==> config.mk <==
export PLATFORM = sky130hd
export DESIGN_NAME = cdgc_top
export DESIGN_NICKNAME = d
export VERILOG_FILES = /design/src/verilog/cdgc_pkg.sv /design/src/verilog/cdgc_top.sv
export SDC_FILE = /design/constraint.sdc
export NUM_CORES = 1
export LEC_CHECK = 0
export BUFFER_PORTS_ARGS = -buffer_cell sky130_fd_sc_hd__buf_2
export CORE_MARGIN = 2
export CORE_UTILIZATION = 43
export DETAILED_ROUTE_END_ITERATION = 16
export HOLD_SLACK_MARGIN = 0.03
export PLACE_DENSITY = 0.69
export SKIP_LAST_GASP = 1
export SLEW_MARGIN = 15
export SYNTH_ARGS = -nofsm -noshare
export SYNTH_HDL_FRONTEND = slang
export SYNTH_SLANG_ARGS = --single-unit
==> constraint.sdc <==
create_clock -name clk -period 1.65 [get_ports clk]
set_input_delay 0.2475 -clock clk [delete_from_list [all_inputs] [get_ports clk]]
set_output_delay 0.2475 -clock clk [all_outputs]
set_load 0.01 [all_outputs]
==> src/verilog/cdgc_pkg.sv <==
// Package for the card-detect and global control register block
package cdgc_pkg;
	localparam logic [11:0] CDGC_OFF_DETECT = 12'h816;
	localparam logic [11:0] CDGC_OFF_GLOBAL = 12'h81E;
	localparam logic [11:0] CDGC_OFF_CHANGE = 12'h804;
	localparam logic [11:0] CDGC_OFF_CHGCFG = 12'h805;
	localparam int CDGC_B_SENSE2 = 7;
	localparam int CDGC_B_SENSE1 = 6;
	localparam int CDGC_B_SOFT = 5;
	localparam int CDGC_B_WAKE = 4;
	localparam int CDGC_B_REMOVAL = 1;
	localparam int CDGC_B_STYLE_B = 4;
	localparam int CDGC_B_STYLE_A = 3;
	localparam int CDGC_B_CLEAR = 2;
	localparam int CDGC_B_CHG_STYLE = 1;
	localparam int CDGC_B_SLEEP = 0;
	localparam int CDGC_B_DET_IRQ_EN = 3;
	localparam int CDGC_B_STATUS_CHANGE = 0;
	localparam logic [7:0] CDGC_GLOBAL_RST = 8'h00;
	localparam logic [7:0] CDGC_GLOBAL_MASK = 8'h1F;
	localparam logic [7:0] CDGC_DETECT_WMASK = 8'h12;

	typedef struct packed {
		logic rd;
		logic wr;
		logic [11:0] addr;
		logic [7:0] wdata;
	} cdgc_req_t;

	typedef struct packed {
		logic cd1_n;
		logic cd2_n;
		logic sense1;
		logic sense2;
		logic func_irq;
	} cdgc_card_t;
endpackage : cdgc_pkg

==> src/verilog/cdgc_top.sv <==
// Card-detect control and shared global control registers for one socket
//
// Functional notes
// - Bit 7 reads live second sense pin
// - Bit 6 reads live first sense pin
// - Soft detect write raises change when enabled
// - Soft detect write ignored when disabled
// - Soft detect bit always reads zero
// - Wake enable: detect change drives ring low
// - Ring stays low until change flag cleared
// - Bit 1 resets socket registers on removal
// - Detect bits 3, 2, 0 read zero
// - Global register single, shared by sockets
// - Global bits 7 to 5 read zero
// - Global bit 4: card B irq style
// - Global bit 3: card A irq style
// - Global bit 2: flag clear by read or write
// - Global bit 1: change irq style
// - Sleep bit floats card outputs until access
// - Outputs float again after each access
// - Interrupts still accepted while sleeping
`timescale 1ns/1ps
`default_nettype none
module cdgc_top
	import cdgc_pkg::*;
(
	// Clock and reset
	input wire logic clk,
	input wire logic rst_n,
	// Register port
	input wire cdgc_pkg::cdgc_req_t req,
	output logic [7:0] rdata,
	output logic rvalid,
	// Card side
	input wire cdgc_pkg::cdgc_card_t card,
	input wire logic card_cycle_active,
	output logic card_out_en,
	// Shared global register, driven by socket A instance
	input wire logic [7:0] global_in,
	input wire logic is_global_owner,
	output logic [7:0] global_out,
	// Host side
	output logic ring_wake_output,
	output logic change_irq,
	output logic func_irq_out,
	output logic socket_regs_reset
);
	import cdgc_pkg::*;

	logic detect_wake_enable_q;
	logic reset_on_removal_q;

	logic [7:0] global_q;
	logic [7:0] global_d;
	logic [7:0] chg_cfg_q;
	logic [7:0] chg_cfg_d;
	logic [7:0] status_change_q;
	logic [7:0] status_change_d;

	logic [1:0] cd_q;
	logic func_q;
	logic change_lvl_q;

	logic ring_wake_q;
	logic ring_wake_d;
	logic [7:0] rdata_q;
	logic rvalid_q;
	logic out_en_q;
	logic out_en_d;
	logic change_irq_q;
	logic func_irq_q;
	logic removal_q;

	logic [7:0] glob;
	logic wr_detect;
	logic wr_global;
	logic wr_chgcfg;
	logic wr_change;
	logic rd_change;

	logic [1:0] cd_now;
	logic det_irq_en;
	logic soft_evt;
	logic cd_evt;
	logic removed;
	logic removal_evt;
	logic func_style;
	logic [7:0] chg_set;
	logic [7:0] chg_clr;
	logic any_change;
	logic [7:0] read_word;

	function automatic logic hit(input cdgc_req_t r, input logic [11:0] off);
		hit = r.addr == off;
	endfunction : hit

	function automatic logic irq_style(input logic lvl_mode, input logic now,
		input logic prev);
		if (lvl_mode) begin
			irq_style = now;
		end else begin
			irq_style = now & ~prev;
		end
	endfunction : irq_style

	function automatic logic [7:0] detect_view(input logic s2, input logic s1,
		input logic wake, input logic rem);
		detect_view = 8'h00;
		detect_view[CDGC_B_SENSE2] = s2;
		detect_view[CDGC_B_SENSE1] = s1;
		detect_view[CDGC_B_SOFT] = 1'b0;
		detect_view[CDGC_B_WAKE] = wake;
		detect_view[CDGC_B_REMOVAL] = rem;
	endfunction : detect_view

	function automatic logic [7:0] clear_mask(input logic by_write, input logic wr_hit,
		input logic rd_hit, input logic [7:0] data);
		if (by_write) begin
			clear_mask = wr_hit ? data : 8'h00;
		end else begin
			clear_mask = rd_hit ? 8'hFF : 8'h00;
		end
	endfunction : clear_mask

	// One global copy; non-owner sockets use the owner's value
	assign glob = is_global_owner ? global_q : global_in;
	assign wr_detect = req.wr & hit(req, CDGC_OFF_DETECT);
	assign wr_global = req.wr & hit(req, CDGC_OFF_GLOBAL) & is_global_owner;
	assign wr_chgcfg = req.wr & hit(req, CDGC_OFF_CHGCFG);
	assign wr_change = req.wr & hit(req, CDGC_OFF_CHANGE);
	assign rd_change = req.rd & hit(req, CDGC_OFF_CHANGE);
	assign det_irq_en = chg_cfg_q[CDGC_B_DET_IRQ_EN];
	assign cd_now = {card.cd2_n, card.cd1_n};

	assign soft_evt = wr_detect & req.wdata[CDGC_B_SOFT] & det_irq_en;
	assign cd_evt = cd_q != cd_now;
	assign removed = cd_evt & (|cd_now);
	assign removal_evt = removed & reset_on_removal_q;
	assign chg_set = {7'h00, soft_evt | (cd_evt & det_irq_en)};
	assign chg_clr = clear_mask(glob[CDGC_B_CLEAR], wr_change, rd_change,
		req.wdata);
	assign any_change = |status_change_q;
	assign func_style = is_global_owner ? glob[CDGC_B_STYLE_A]
		: glob[CDGC_B_STYLE_B];

	// Detect control register fields
	always_ff @(posedge clk or negedge rst_n) begin
		if (!rst_n) begin
			detect_wake_enable_q <= 1'b0;
		end else if (wr_detect) begin
			detect_wake_enable_q <= req.wdata[CDGC_B_WAKE];
		end
	end

	always_ff @(posedge clk or negedge rst_n) begin
		if (!rst_n) begin
			reset_on_removal_q <= 1'b0;
		end else if (wr_detect) begin
			reset_on_removal_q <= req.wdata[CDGC_B_REMOVAL];
		end
	end

	// Shared global register
	always_comb begin
		global_d = global_q;
		if (wr_global) begin
			global_d = req.wdata & CDGC_GLOBAL_MASK;
		end
	end

	always_ff @(posedge clk or negedge rst_n) begin
		if (!rst_n) begin
			global_q <= CDGC_GLOBAL_RST;
		end else begin
			global_q <= global_d;
		end
	end

	// Status-change interrupt configuration copy
	always_comb begin
		chg_cfg_d = chg_cfg_q;
		if (wr_chgcfg) begin
			chg_cfg_d = req.wdata;
		end
	end

	always_ff @(posedge clk or negedge rst_n) begin
		if (!rst_n) begin
			chg_cfg_q <= 8'h00;
		end else begin
			chg_cfg_q <= chg_cfg_d;
		end
	end

	// Status-change flags; set wins over clear
	always_comb begin
		if (removal_evt) begin
			status_change_d = chg_set;
		end else begin
			status_change_d = (status_change_q & ~chg_clr) | chg_set;
		end
	end

	always_ff @(posedge clk or negedge rst_n) begin
		if (!rst_n) begin
			status_change_q <= 8'h00;
		end else begin
			status_change_q <= status_change_d;
		end
	end

	// Card-detect history
	always_ff @(posedge clk or negedge rst_n) begin
		if (!rst_n) begin
			cd_q <= 2'b11;
		end else begin
			cd_q <= cd_now;
		end
	end

	always_ff @(posedge clk or negedge rst_n) begin
		if (!rst_n) begin
			func_q <= 1'b0;
		end else begin
			func_q <= card.func_irq;
		end
	end

	always_ff @(posedge clk or negedge rst_n) begin
		if (!rst_n) begin
			change_lvl_q <= 1'b0;
		end else begin
			change_lvl_q <= any_change;
		end
	end

	// Ring wake output, low until change flag clears
	always_comb begin
		ring_wake_d = ring_wake_q;
		if (detect_wake_enable_q & cd_evt) begin
			ring_wake_d = 1'b0;
		end else if (!status_change_q[CDGC_B_STATUS_CHANGE]) begin
			ring_wake_d = 1'b1;
		end
	end

	always_ff @(posedge clk or negedge rst_n) begin
		if (!rst_n) begin
			ring_wake_q <= 1'b1;
		end else begin
			ring_wake_q <= ring_wake_d;
		end
	end

	// Removal reset pulse for socket registers
	always_ff @(posedge clk or negedge rst_n) begin
		if (!rst_n) begin
			removal_q <= 1'b0;
		end else begin
			removal_q <= removal_evt;
		end
	end

	// Host interrupts, edge or level
	always_ff @(posedge clk or negedge rst_n) begin
		if (!rst_n) begin
			change_irq_q <= 1'b0;
		end else begin
			change_irq_q <= irq_style(glob[CDGC_B_CHG_STYLE], any_change,
				change_lvl_q);
		end
	end

	always_ff @(posedge clk or negedge rst_n) begin
		if (!rst_n) begin
			func_irq_q <= 1'b0;
		end else begin
			func_irq_q <= irq_style(func_style, card.func_irq,
				func_q);
		end
	end

	// Card output enable under sleep mode
	always_comb begin
		out_en_d = 1'b1;
		if (glob[CDGC_B_SLEEP]) begin
			out_en_d = card_cycle_active;
		end
	end

	always_ff @(posedge clk or negedge rst_n) begin
		if (!rst_n) begin
			out_en_q <= 1'b1;
		end else begin
			out_en_q <= out_en_d;
		end
	end

	// Register read mux
	always_comb begin
		read_word = 8'h00;
		if (hit(req, CDGC_OFF_DETECT)) begin
			read_word = detect_view(card.sense2, card.sense1, detect_wake_enable_q,
				reset_on_removal_q);
		end else if (hit(req, CDGC_OFF_GLOBAL)) begin
			read_word = glob & CDGC_GLOBAL_MASK;
		end else if (hit(req, CDGC_OFF_CHANGE)) begin
			read_word = status_change_q;
		end else if (hit(req, CDGC_OFF_CHGCFG)) begin
			read_word = chg_cfg_q;
		end
	end

	// Read strobe echo
	always_ff @(posedge clk or negedge rst_n) begin
		if (!rst_n) begin
			rvalid_q <= 1'b0;
		end else begin
			rvalid_q <= req.rd;
		end
	end

	// Read data, zero outside a read
	always_ff @(posedge clk or negedge rst_n) begin
		if (!rst_n) begin
			rdata_q <= 8'h00;
		end else if (req.rd) begin
			rdata_q <= read_word;
		end else begin
			rdata_q <= 8'h00;
		end
	end

	assign rdata = rdata_q;
	assign rvalid = rvalid_q;

	assign card_out_en = out_en_q;
	assign global_out = global_q;

	assign ring_wake_output = ring_wake_q;
	assign change_irq = change_irq_q;
	assign func_irq_out = func_irq_q;
	assign socket_regs_reset = removal_q;
endmodule : cdgc_top
`default_nettype wire

# [After elaboration in Yosys (flattened, before gate mapping)]
# Cells that the tools add are included.
[word_totals] out_inout_bits=22 inputBits=39 elab_cells=59 ff_bits=41
[op_classes] n_bitwise=20 n_mux=16 n_eq_ne=6 reduce_logical=2
[ops] operator="two-way mux 8 bit" count=9
[ops] operator="== test 12 bit, second input constant" count=4
[ops] operator="bitwise AND 1 bit" count=14
[ops] operator="bitwise AND 8 bit" count=1
[ops] operator="inverter 8 bit" count=1
[ops] operator="bitwise OR 8 x 1 -> 8 bit" count=1
[ops] operator="OR reduction 8 bit" count=1
[ops] operator="two-way mux 1 bit" count=6
[ops] operator="two-way mux 5 bit" count=1
[ops] operator="!= test 2 x 1 -> 1 bit, second input constant" count=1
[ops] operator="!= test 2 bit" count=1
[ops] operator="inverter 1 bit" count=2
[ops] operator="OR reduction 2 bit" count=1
[ops] operator="bitwise OR 1 bit" count=1

# [Logic depth before layout (Yosys ltp)]
# Gate-level depths: netlist of run 1.
[depth] word_depth=8 ltp_mapped=5 depth_no_buf=4

# [Worst setup path before layout of run 1]
# Ideal clock, no wire load.
[synth_path] path_kind="input to register" startpoint="in req[15] (netlist bit)" endpoint="reg global_q[0] (netlist: global_out[0])" setup_ns=0.125 arrival_time_ns=1.645 stages=5 slack_ns=-0.121 n_path_buf=1 required_time_ns=1.525 path_cell_list="or3_4 nor4b_4 and4_1 buf_6 mux2_4"
[synth_between] elab_chain_cells=3
[synth_lines] element="from (decl)" line_no="cdgc_top.sv:31" source="input wire cdgc_pkg::cdgc_req_t req,"
[synth_lines] element="== test 12 bit" line_no="cdgc_top.sv:94" source="hit = r.addr == off;"
[synth_lines] element="bitwise AND 1 bit (2 in series)" line_no="cdgc_top.sv:128" source="assign wr_global = req.wr & hit(req, CDGC_OFF_GLOBAL) & is_global_owner;"
[synth_lines] element="to (signal assigned)" line_no="cdgc_top.sv:175" source="global_q <= global_d;"
[synth_lines] element="to (decl)" line_no="cdgc_top.sv:53" source="logic [7:0] global_q;"
# Every way passes these cells.
# A chain may end at the register's enable or synchronous reset.

# [Final worst setup path of run 1]
[layout_path] startpoint="reg status_change_q[4]" endpoint="reg rdata_q[4] (netlist: rdata[4])"
[layout_between] elab_chain_cells=4
[layout_lines] element="from (decl)" line_no="cdgc_top.sv:57" source="logic [7:0] status_change_q;"
[layout_lines] element="from (signal assigned)" line_no="cdgc_top.sv:208" source="status_change_q <= status_change_d;"
[layout_lines] element="two-way mux 8 bit" line_no="cdgc_top.sv:307" source="end else if (hit(req, CDGC_OFF_CHANGE)) begin"
[layout_lines] element="two-way mux 8 bit" line_no="cdgc_top.sv:305" source="end else if (hit(req, CDGC_OFF_GLOBAL)) begin"
[layout_lines] element="two-way mux 8 bit" line_no="cdgc_top.sv:302" source="if (hit(req, CDGC_OFF_DETECT)) begin"
[layout_lines] element="two-way mux 8 bit" line_no="cdgc_top.sv:327" source="end else if (req.rd) begin"
[layout_lines] element="to (signal assigned)" line_no="cdgc_top.sv:328" source="rdata_q <= read_word;"
[layout_lines] element="to (decl)" line_no="cdgc_top.sv:66" source="logic [7:0] rdata_q;"
# Every way passes these cells.

==> results of run 1 <==
## logic make-up (layout without fill, tap and decap cells)
group	Yosys count	count (layout)	synth area share, %
AO/OA/AOI/OAI	36	36	13.49
buffers and inverters	20	93	4.621
flip-flops	41	41	50.77
multiplexers	20	20	11.83
other	1	3	0.1847
AND/OR/NAND/NOR	56	56	19.10
## Yosys cell counts (2+ instances only)
cell type	instances
a2111oi_0	7
a21boi_0	2
a21o_1	6
a21oi_1	4
a221oi_1	4
a311o_1	2
and4_1	2
and4bb_2	2
buf_4	3
clkbuf_1	4
dfrtp_1	37
dfstp_2	4
inv_1	12
mux2_2	12
mux2_4	5
mux2i_1	3
nand2_1	12
nand2b_1	6
nand3_1	14
nor2_1	2
nor2b_1	4
nor3_2	2
nor4_1	2
o21ai_0	3
## registers in the layout, summed over array words and instances, names as in the netlist, 2 cells and up
signal           flops
global_out           5
chg_cfg_q            8
cd_q                 2
status_change_q      8
rdata                8
## area by class of cell
cell class / count / area [µm²]
inverters: 12 / 45.04
well taps: 54 / 67.56
multi-input cells: 115 / 923.4
repair buffers: 73 / 427.9
fillers: 427 / 2018
flip-flops and latches: 41 / 1031
clock buffers: 7 / 86.33
clock inverters: 1 / 30.03
## what timing repair did
item / CTS / global route
setup buffers: 0 / 1
endpoints found under the hold margin: 17 / 0
gates resized for setup: 0 / 1
hold buffers: 1 / 0
endpoints found under the setup margin: 0 / 7
## worst paths after layout
kind | end | slack (ns) | depth (start not counted)
setup / recovery | rdata[4] | 0.04 | 4
hold / removal | func_q | 0.07 | 1
setup reg to reg | rdata[4] | 0.04 | 4
hold reg to reg | func_irq_out | 0.43 | 1
max in group asynchronous | card_out_en | 0.64 | 3
min in group asynchronous | socket_regs_reset | 0.46 | 2
## worst max-delay path: stages, from the launching register on
cell and delay (ns):
dfrtp_1 0.37, or4b_2 0.59, a211oi_1 0.22, o221ai_1 0.16
a21oi_1 0.19
## cell usage in the layout, fill, tap and decap left out, types with 4 or more instances in the layout
master	Yosys	layout
buf_2	0	54
dfrtp_1	37	37
buf_4	3	17
nand3_1	14	14
nand2_1	12	12
inv_1	12	12
mux2_2	12	10
a2111oi_0	7	7
mux2_4	5	7
a21o_1	6	6
nand2b_1	6	6
clkbuf_8	0	6
a21oi_1	4	4
nor2b_1	4	4
a221oi_1	4	4
dfstp_2	4	4
## metrics by stage
step | setup TNS [ns] | std cells | area (µm²) | utilization [%] | setup slack (ns)
6_report | 0 | 303 | 2611 | 56.41 | 0.04251
5_1_grt | -0.01797 | 303 | 2611 | 56.41 | -0.01774
4_1_cts | 0 | 302 | 2601 | 56.19 | 0.03251
3_5_place_dp | -4.312 | 293 | 2475 | 53.46 | -0.2365
3_3_place_gp | -3.723 | 293 | 2475 | 53.46 | -0.2214
2_1_floorplan | -0.7307 | 176 | 2046 | - | -0.1202
## layer usage
metal,part of all wire [%],vias up
li1,-,788
met1,45,798
met2,48,49
met3,5.8,5
met4,1.2,0
met5,0,-
## power groups by stage
stage          sequential [µW]  combinational, µW  clock, µW
5_1_grt                   1050                245        890
3_5_place_dp              1070                213          0
4_1_cts                   1050                217        854
6_report                  1050                217        836
2_1_floorplan             1060               88.9          0
3_3_place_gp              1070                211          0
==> flow_metrics.env, run 1 <==
export IMPL_status="finished, final reports clean"
export IMPL_antenna_found_initial=0
export IMPL_die_h_um=72.72
export IMPL_critPathLaunchType="register"
export IMPL_p_leak_uw=0.001281
export IMPL_fmax_mhz=622.1
export IMPL_fin_nets=287
export IMPL_start_util_pct=43.86
export IMPL_finalPower_uw=2099
export IMPL_portBuffers=54
export IMPL_clock_sinks=41
export IMPL_hold_path_class="in2reg"
export IMPL_antenna_cells=0
export IMPL_drv_slew=0
export IMPL_dpl_hpwl_um=3596
export IMPL_setup_viol=0
export IMPL_synth_top_flop_cell="dfrtp_1"
export IMPL_ys_ff_latch=41
export IMPL_htreeDepth=2
export IMPL_cts_tree="done"
export IMPL_fin_worst_skew_ns=0.001183
export IMPL_yosysTopAreaCell="dfrtp_1"
export IMPL_fin_crit_ns=1.607
export IMPL_use_met1_pct=26.04
export IMPL_die_width_um=72.72
export IMPL_drt_iter0_markers=113
export IMPL_synthArstFlopShare_pct=100.0
export IMPL_setup_worst_path_end_class="register"
export IMPL_cts_buffers_inserted=5
export IMPL_core_mm2=0.004629
export IMPL_drive_gt1_share_pct=44.58
export IMPL_synthCells=174
export IMPL_grt_pass1_vias=1621
export IMPL_gp_congestion=0.9000
export IMPL_min_delay_start="card[0]"
export IMPL_hold_viol=0
export IMPL_rsz0062_at_grt="true"
export IMPL_peakVddDrop_mv=0.3852
export IMPL_gr_max_usage_layer="met2"
export IMPL_syn_area_mm2=0.002031
export IMPL_core_rowCount=25
export IMPL_p_sw_uw=477.6
export IMPL_grt_max_degree=22
export IMPL_required_ns=1.87
export IMPL_io_pins=61
export IMPL_grt_overflow=0
export IMPL_vias=1640
export IMPL_crit_type="reg2reg"
export IMPL_grt_pass1_wl_um=7707
export IMPL_clk_insertion_delay_late_ns=0.29
export IMPL_clock_power_share_pct=39.8
export IMPL_crit_start="status_change_q[4]"
export IMPL_crit_fanout=2
export IMPL_routed_wl_um=4690
export IMPL_clockBufferDepth=2
export IMPL_p_comb_share_pct=10.4
export IMPL_met3_usage_pct=4.558
export IMPL_crit_arrival_ns=1.82
export IMPL_powerDensity_mw_per_mm2=803.8
export IMPL_firstDrtPassIters=4
export IMPL_root_buffer="clkbuf_8"
export IMPL_antenna_left=0
export IMPL_synth_edff_count=0
export IMPL_p_int_uw=1621
export IMPL_ys_types=44
export IMPL_wl_per_cell_um=15.48
export IMPL_rr_startpoint="status_change_q[4]"
export IMPL_synth_top_area_share_pct=45.59
export IMPL_cap_violations=0
export IMPL_use_met2_pct=31.01
export IMPL_ys_warn_count=0
export IMPL_synth_area_leaders="dfrtp_1 (46%), mux2_2 (6.7%), dfstp_2 (5.2%)"
export IMPL_die_area_mm2=0.005288
export IMPL_pwr_share_seq_pct=49.8
export IMPL_fin_crit_sh_pct=97.42
export IMPL_yosysSeqAreaShare_pct=50.77
export IMPL_swShare_pct=22.75
export IMPL_grt_usage_pct=19.34
export IMPL_viasPerCell=5.413
export IMPL_syn2layout_area_growth_pct=28.59
export IMPL_holdWs_ns=0.07060
export IMPL_path_clk_slew_ns=0.08
export IMPL_avgSynthCellArea_um2=11.67
export IMPL_drc_errors=0
No activity file was read; power rests on OpenSTA's default activity.
==> inputs of run 2 (changes only) <==
--- a/config.mk
+++ b/config.mk
@@ -11,6 +11,7 @@
 export DETAILED_ROUTE_END_ITERATION = 16
 export HOLD_SLACK_MARGIN = 0.03
 export PLACE_DENSITY = 0.69
+export RECOVER_POWER = 50
 export SKIP_LAST_GASP = 1
 export SLEW_MARGIN = 15
 export SYNTH_ARGS = -nofsm -noshare
==> run 2 against run 1 <==
Design area fell by 0.91%. Flip-flop and latch count did not move. Sequential power barely moved. Fmax barely moved. Combinational power fell by 3%. Non-clock buffer count did not move. First-iteration DRC count fell by 0.88%. Sequential share of layout area rose by 0.36 points. Cell count did not move. Critical endpoint unchanged.
==> flow_metrics.env, run 2 (synthesis gave the netlist of run 1 again) <==
export IMPL_core_rowCount=25
export IMPL_htreeDepth=2
export IMPL_grt_max_degree=22
export IMPL_relSlewSlack_pct=66.63
export IMPL_crit_type="reg2reg"
export IMPL_routed_wl_um=4706
export IMPL_peakVddDrop_mv=0.3847
export IMPL_syn2layout_area_growth_pct=27.42
export IMPL_crit_fanout=2
export IMPL_root_buffer="clkbuf_8"
export IMPL_hold_path_class="in2reg"
export IMPL_cap_violations=0
export IMPL_layout_common_cells="buf_2 (46), dfrtp_1 (37), buf_4 (17)"
export IMPL_die_width_um=72.72
export IMPL_fin_crit_sh_pct=97.44
export IMPL_tns_ns=0
export IMPL_core_mm2=0.004629
export IMPL_wl_met1_um=2137
export IMPL_route_met3_wl_um=269
export IMPL_wl_per_cell_um=15.53
export IMPL_grt_usage_pct=19.34
export IMPL_finalPower_uw=2093
export IMPL_drive_gt1_share_pct=41.37
export IMPL_tightestPinTransition_ns=0.5005
export IMPL_setup_viol=0
export IMPL_die_area_mm2=0.005288
export IMPL_antenna_found_initial=0
export IMPL_cts_tree="done"
export IMPL_powerDensity_mw_per_mm2=809.0
export IMPL_setup_worst_path_end_class="register"
export IMPL_cp_slowest_cell="or4b_2"
export IMPL_fmax_mhz=622.0
export IMPL_fin_worst_skew_ns=0.001381
export IMPL_drt_iter0_markers=112
export IMPL_io_pins=61
export IMPL_required_ns=1.87
export IMPL_firstDrtPassIters=4
export IMPL_slowest_delay_ns=0.59
export IMPL_cp_cell_sequence="or4b_2 > a211oi_1 > o221ai_1 > a21oi_1"
export IMPL_critPathLaunchType="register"
export IMPL_p_leak_uw=0.001252
export IMPL_hold_viol=0
export IMPL_portBuffers=54
export IMPL_drc_errors=0
export IMPL_clockBufferDepth=2
export IMPL_fin_nets=287
export IMPL_fin_crit_ns=1.608
export IMPL_antenna_left=0
export IMPL_vias=1647
export IMPL_clock_sinks=41
export IMPL_final_common_cell="buf_2"
export IMPL_gp_congestion=0.9000
export IMPL_die_h_um=72.72
export IMPL_viasPerCell=5.436
export IMPL_clk_insertion_delay_late_ns=0.29
export IMPL_path_clk_slew_ns=0.08
export IMPL_start_util_pct=43.86
export IMPL_rsz0062_at_grt="true"
export IMPL_status="finished, final reports clean"
export IMPL_grt_pass1_wl_um=7707
export IMPL_dpl_hpwl_um=3596
export IMPL_path_delay_family="simple AND/OR/NAND/NOR gates"
export IMPL_cts_buffers_inserted=5
export IMPL_dr_wl_met2_um=2244
export IMPL_grt_pass1_vias=1621
export IMPL_antenna_cells=0
export IMPL_drv_slew=0
export IMPL_crit_arrival_ns=1.82
export IMPL_grt_overflow=0
export IMPL_worst_path_buf_inv=0
export IMPL_top_layer="met4"
## run 2: layout make-up
class / instances / area (µm²)
Sequential cell: 41 / 1031
Inverter: 12 / 45.04
Clock inverter: 1 / 30.03
Timing Repair Buffer: 73 / 404.1
Tap cell: 54 / 67.56
Multi-Input combinational cell: 115 / 923.4
Clock buffer: 7 / 86.33
Fill cell: 432 / 2042
## run 2: metal layers
layer / vias up / global-route usage, %
met5: - / 0
met4: 0 / 5.967
met3: 5 / 4.558
met2: 49 / 31.01
met1: 805 / 26.04
li1: 788 / -
## run 2: report_power, final
group	internal [µW]	total, µW	switching [µW]
Clock	493	836	343
Sequential	1030	1050	15.4
Combinational	92.2	211	119
Total	1620	2090	477
## run 2: through the flow
| step | std cells | worst slack, ns | area, µm² | hold WS, ns | utilization (%) |
|---|---|---|---|---|---|
| after floorplan | 176 | -0.1202 | 2046 | -0.04809 | - |
| after global placement | 293 | -0.2214 | 2475 | 0.2397 | 53.46 |
| after detailed placement | 293 | -0.2365 | 2475 | 0.2406 | 53.46 |
| after CTS | 302 | 0.03251 | 2601 | 0.06687 | 56.19 |
| after global routing | 303 | -0.01774 | 2587 | 0.06380 | 55.89 |
| final | 303 | 0.04229 | 2587 | 0.07046 | 55.89 |
## run 2: worst paths after layout
kind                                    startpoint                end  slack [ns]  cells past startpoint
worst max-delay path            status_change_q[4]           rdata[4]        0.04                      4
worst min-delay path                       card[0]             func_q        0.07                      1
worst max register to register  status_change_q[4]           rdata[4]        0.04                      4
worst min register to register              func_q       func_irq_out        0.43                      1
max in group asynchronous                    rst_n        card_out_en        0.31                      3
min in group asynchronous                    rst_n  socket_regs_reset        0.46                      2
## run 2: what timing repair did
item / 4_1_cts / 5_1_grt
gates resized for setup: 0 / 1
endpoints found under the hold margin: 17 / 0
setup endpoints to repair: 0 / 7
setup buffers: 0 / 1
hold buffers: 1 / 0
==> inputs of run 3 (changes only) <==
--- a/config.mk
+++ b/config.mk
@@ -7,10 +7,10 @@
 export LEC_CHECK = 0
 export BUFFER_PORTS_ARGS = -buffer_cell sky130_fd_sc_hd__buf_2
 export CORE_MARGIN = 2
-export CORE_UTILIZATION = 43
+export CORE_UTILIZATION = 45
 export DETAILED_ROUTE_END_ITERATION = 16
 export HOLD_SLACK_MARGIN = 0.03
-export PLACE_DENSITY = 0.69
+export PLACE_DENSITY = 0.71
 export RECOVER_POWER = 50
 export SKIP_LAST_GASP = 1
 export SLEW_MARGIN = 15
==> run 3 against run 2 <==
Core utilization up 4.4 points. Hold slack better by 0.0016 ns. Sequential share of layout area down 0.59 points. Wire length up 4.6%. Largest power group unchanged. Clock skew up 0.0054 ns. Flip-flop and latch count unchanged. Worst setup slack worse by 0.0095 ns. Critical endpoint is now global_out[3]. Total power up 0.53%. Critical path depth up 2. Fmax down 0.59%.
==> flow_metrics.env, run 3 (synthesis gave the netlist of run 1 again) <==
export IMPL_status="finished, final reports clean"
export IMPL_placed_cells=291
export IMPL_drt_iter0_markers=132
export IMPL_r2r_cells=4
export IMPL_antenna_found_initial=0
export IMPL_critPathLaunchType="input port"
export IMPL_antenna_cells=0
export IMPL_fin_worst_skew_ns=0.006782
export IMPL_holdPathStages=1
export IMPL_drv_slew=0
export IMPL_hold_path_class="in2reg"
export IMPL_min_delay_start="card[4]"
export IMPL_finalPower_uw=2104
export IMPL_core_mm2=0.004354
export IMPL_p_sw_uw=482.0
export IMPL_grt_overflow=0
export IMPL_crit_fanout=5
export IMPL_p_int_uw=1622
export IMPL_dpl_hpwl_um=3753
export IMPL_fin_nets=287
export IMPL_core_rowCount=24
export IMPL_cts_buffers_inserted=5
export IMPL_multi_input_area_um2=932.1
export IMPL_fin_crit_ns=1.617
export IMPL_viasPerCell=5.508
export IMPL_required_ns=1.83
export IMPL_die_area_mm2=0.005066
export IMPL_start_util_pct=46.64
export IMPL_routed_wl_um=4921
export IMPL_reg2reg_to="status_change_q[6]"
export IMPL_vias=1658
export IMPL_syn2layout_area_growth_pct=29.33
export IMPL_path_clk_slew_ns=0.07
export IMPL_portBuffers=54
export IMPL_p_comb_share_pct=10.5
export IMPL_crit_type="in2reg"
export IMPL_clock_sinks=41
export IMPL_fmax_mhz=618.3
export IMPL_root_buffer="clkbuf_8"
export IMPL_io_pins=61
export IMPL_drive_gt1_share_pct=42.17
export IMPL_die_h_um=71.18
export IMPL_grt_pass1_wl_um=8004
export IMPL_crit_start="req[13]"
export IMPL_clockBufferDepth=2
export IMPL_cts_tree="done"
export IMPL_wl_per_cell_um=16.35
export IMPL_cap_violations=0
export IMPL_powerDensity_mw_per_mm2=801.2
export IMPL_grt_max_degree=25
export IMPL_tightestPinTransition_ns=0.9849
export IMPL_relSlewSlack_pct=34.34
export IMPL_fill_cells=370
export IMPL_p_leak_uw=0.001268
export IMPL_holdWs_ns=0.07207
export IMPL_tns_ns=0
export IMPL_firstDrtPassIters=4
export IMPL_setup_worst_path_end_class="register"
export IMPL_peakVddDrop_mv=0.5343
export IMPL_grt_usage_pct=20.68
export IMPL_gp_congestion=0.8503
export IMPL_setup_viol=0
export IMPL_clock_power_share_pct=39.8
export IMPL_hold_viol=0
export IMPL_rsz0062_at_grt="true"
export IMPL_layout_common_cells="buf_2 (46), dfrtp_1 (37), buf_4 (16)"
export IMPL_swShare_pct=22.91
export IMPL_grt_pass1_vias=1610
export IMPL_final_common_cell="buf_2"
export IMPL_antenna_left=0
export IMPL_drc_errors=0
export IMPL_fin_crit_sh_pct=98.01
export IMPL_fin_cells=301
export IMPL_crit_arrival_ns=1.80
export IMPL_rrSetupSlack_ns=0.07
export IMPL_htreeDepth=2
export IMPL_seqCellArea_mm2=0.001031
export IMPL_clk_insertion_delay_late_ns=0.30
export IMPL_die_width_um=71.18
export IMPL_pwr_share_seq_pct=49.7
export IMPL_min_to="cd_q[0]"
export IMPL_rr_startpoint="global_out[2]"
## run 3: timing repair
action                                 4_1_cts  5_1_grt
setup endpoints to repair                    0       13
endpoints found under the hold margin       14        0
gates resized for setup                      0        8
hold buffers                                 1        0
buffers inserted                             0        1
## run 3: worst max-delay path, stage by stage
cell     delay [ns]
buf_6          0.09
or3_4          0.40
nor4b_4        0.37
and4_1         0.26
buf_6          0.14
mux2_4         0.29
## run 3: metal layers
layer / share of wire [%] / GRT usage [%] / wire length [µm] / vias up
met5: 0 / 0 / 0 / -
met4: 2.0 / 7.338 / 96 / 0
met3: 4.9 / 4.416 / 241 / 10
met2: 49 / 31.89 / 2397 / 51
met1: 44 / 28.93 / 2187 / 812
li1: - / - / - / 785
## run 3: per-stage QoR
step / utilization (%) / area, µm² / worst slack [ns]
4_1_cts: 59.68 / 2599 / 0.01656
3_5_place_dp: 56.78 / 2472 / -0.3088
6_report: 60.32 / 2626 / 0.03277
5_1_grt: 60.32 / 2626 / -0.02353
3_3_place_gp: 56.78 / 2472 / -0.2695
2_1_floorplan: - / 2046 / -0.1202
## run 3: power groups by stage
stage / clock network (µW) / registers, µW / logic, µW
global placement: 0 / 1060 / 208
finish: 837 / 1050 / 221
detailed placement: 0 / 1070 / 211
CTS: 852 / 1050 / 214
global route: 900 / 1050 / 244
floorplan: 0 / 1060 / 88.9
## run 3: worst max path at each step
| stage | endpoint | slack, ns |
|---|---|---|
| floorplan | global_out[0] | -0.12 |
| CTS | global_out[2] | 0.02 |
| detailed placement | global_out[2] | -0.31 |
| global route | global_out[0] | -0.02 |
| finish | global_out[3] | 0.03 |
| global placement | global_out[0] | -0.27 |
## run 3: cell type report
type	count	share of cell area, %
clock buffer	7	3.287
tap	52	2.477
inverter	12	1.715
multi-input combinational	115	35.49
sequential	41	39.26
timing repair buffer	73	16.63
clock inverter	1	1.143
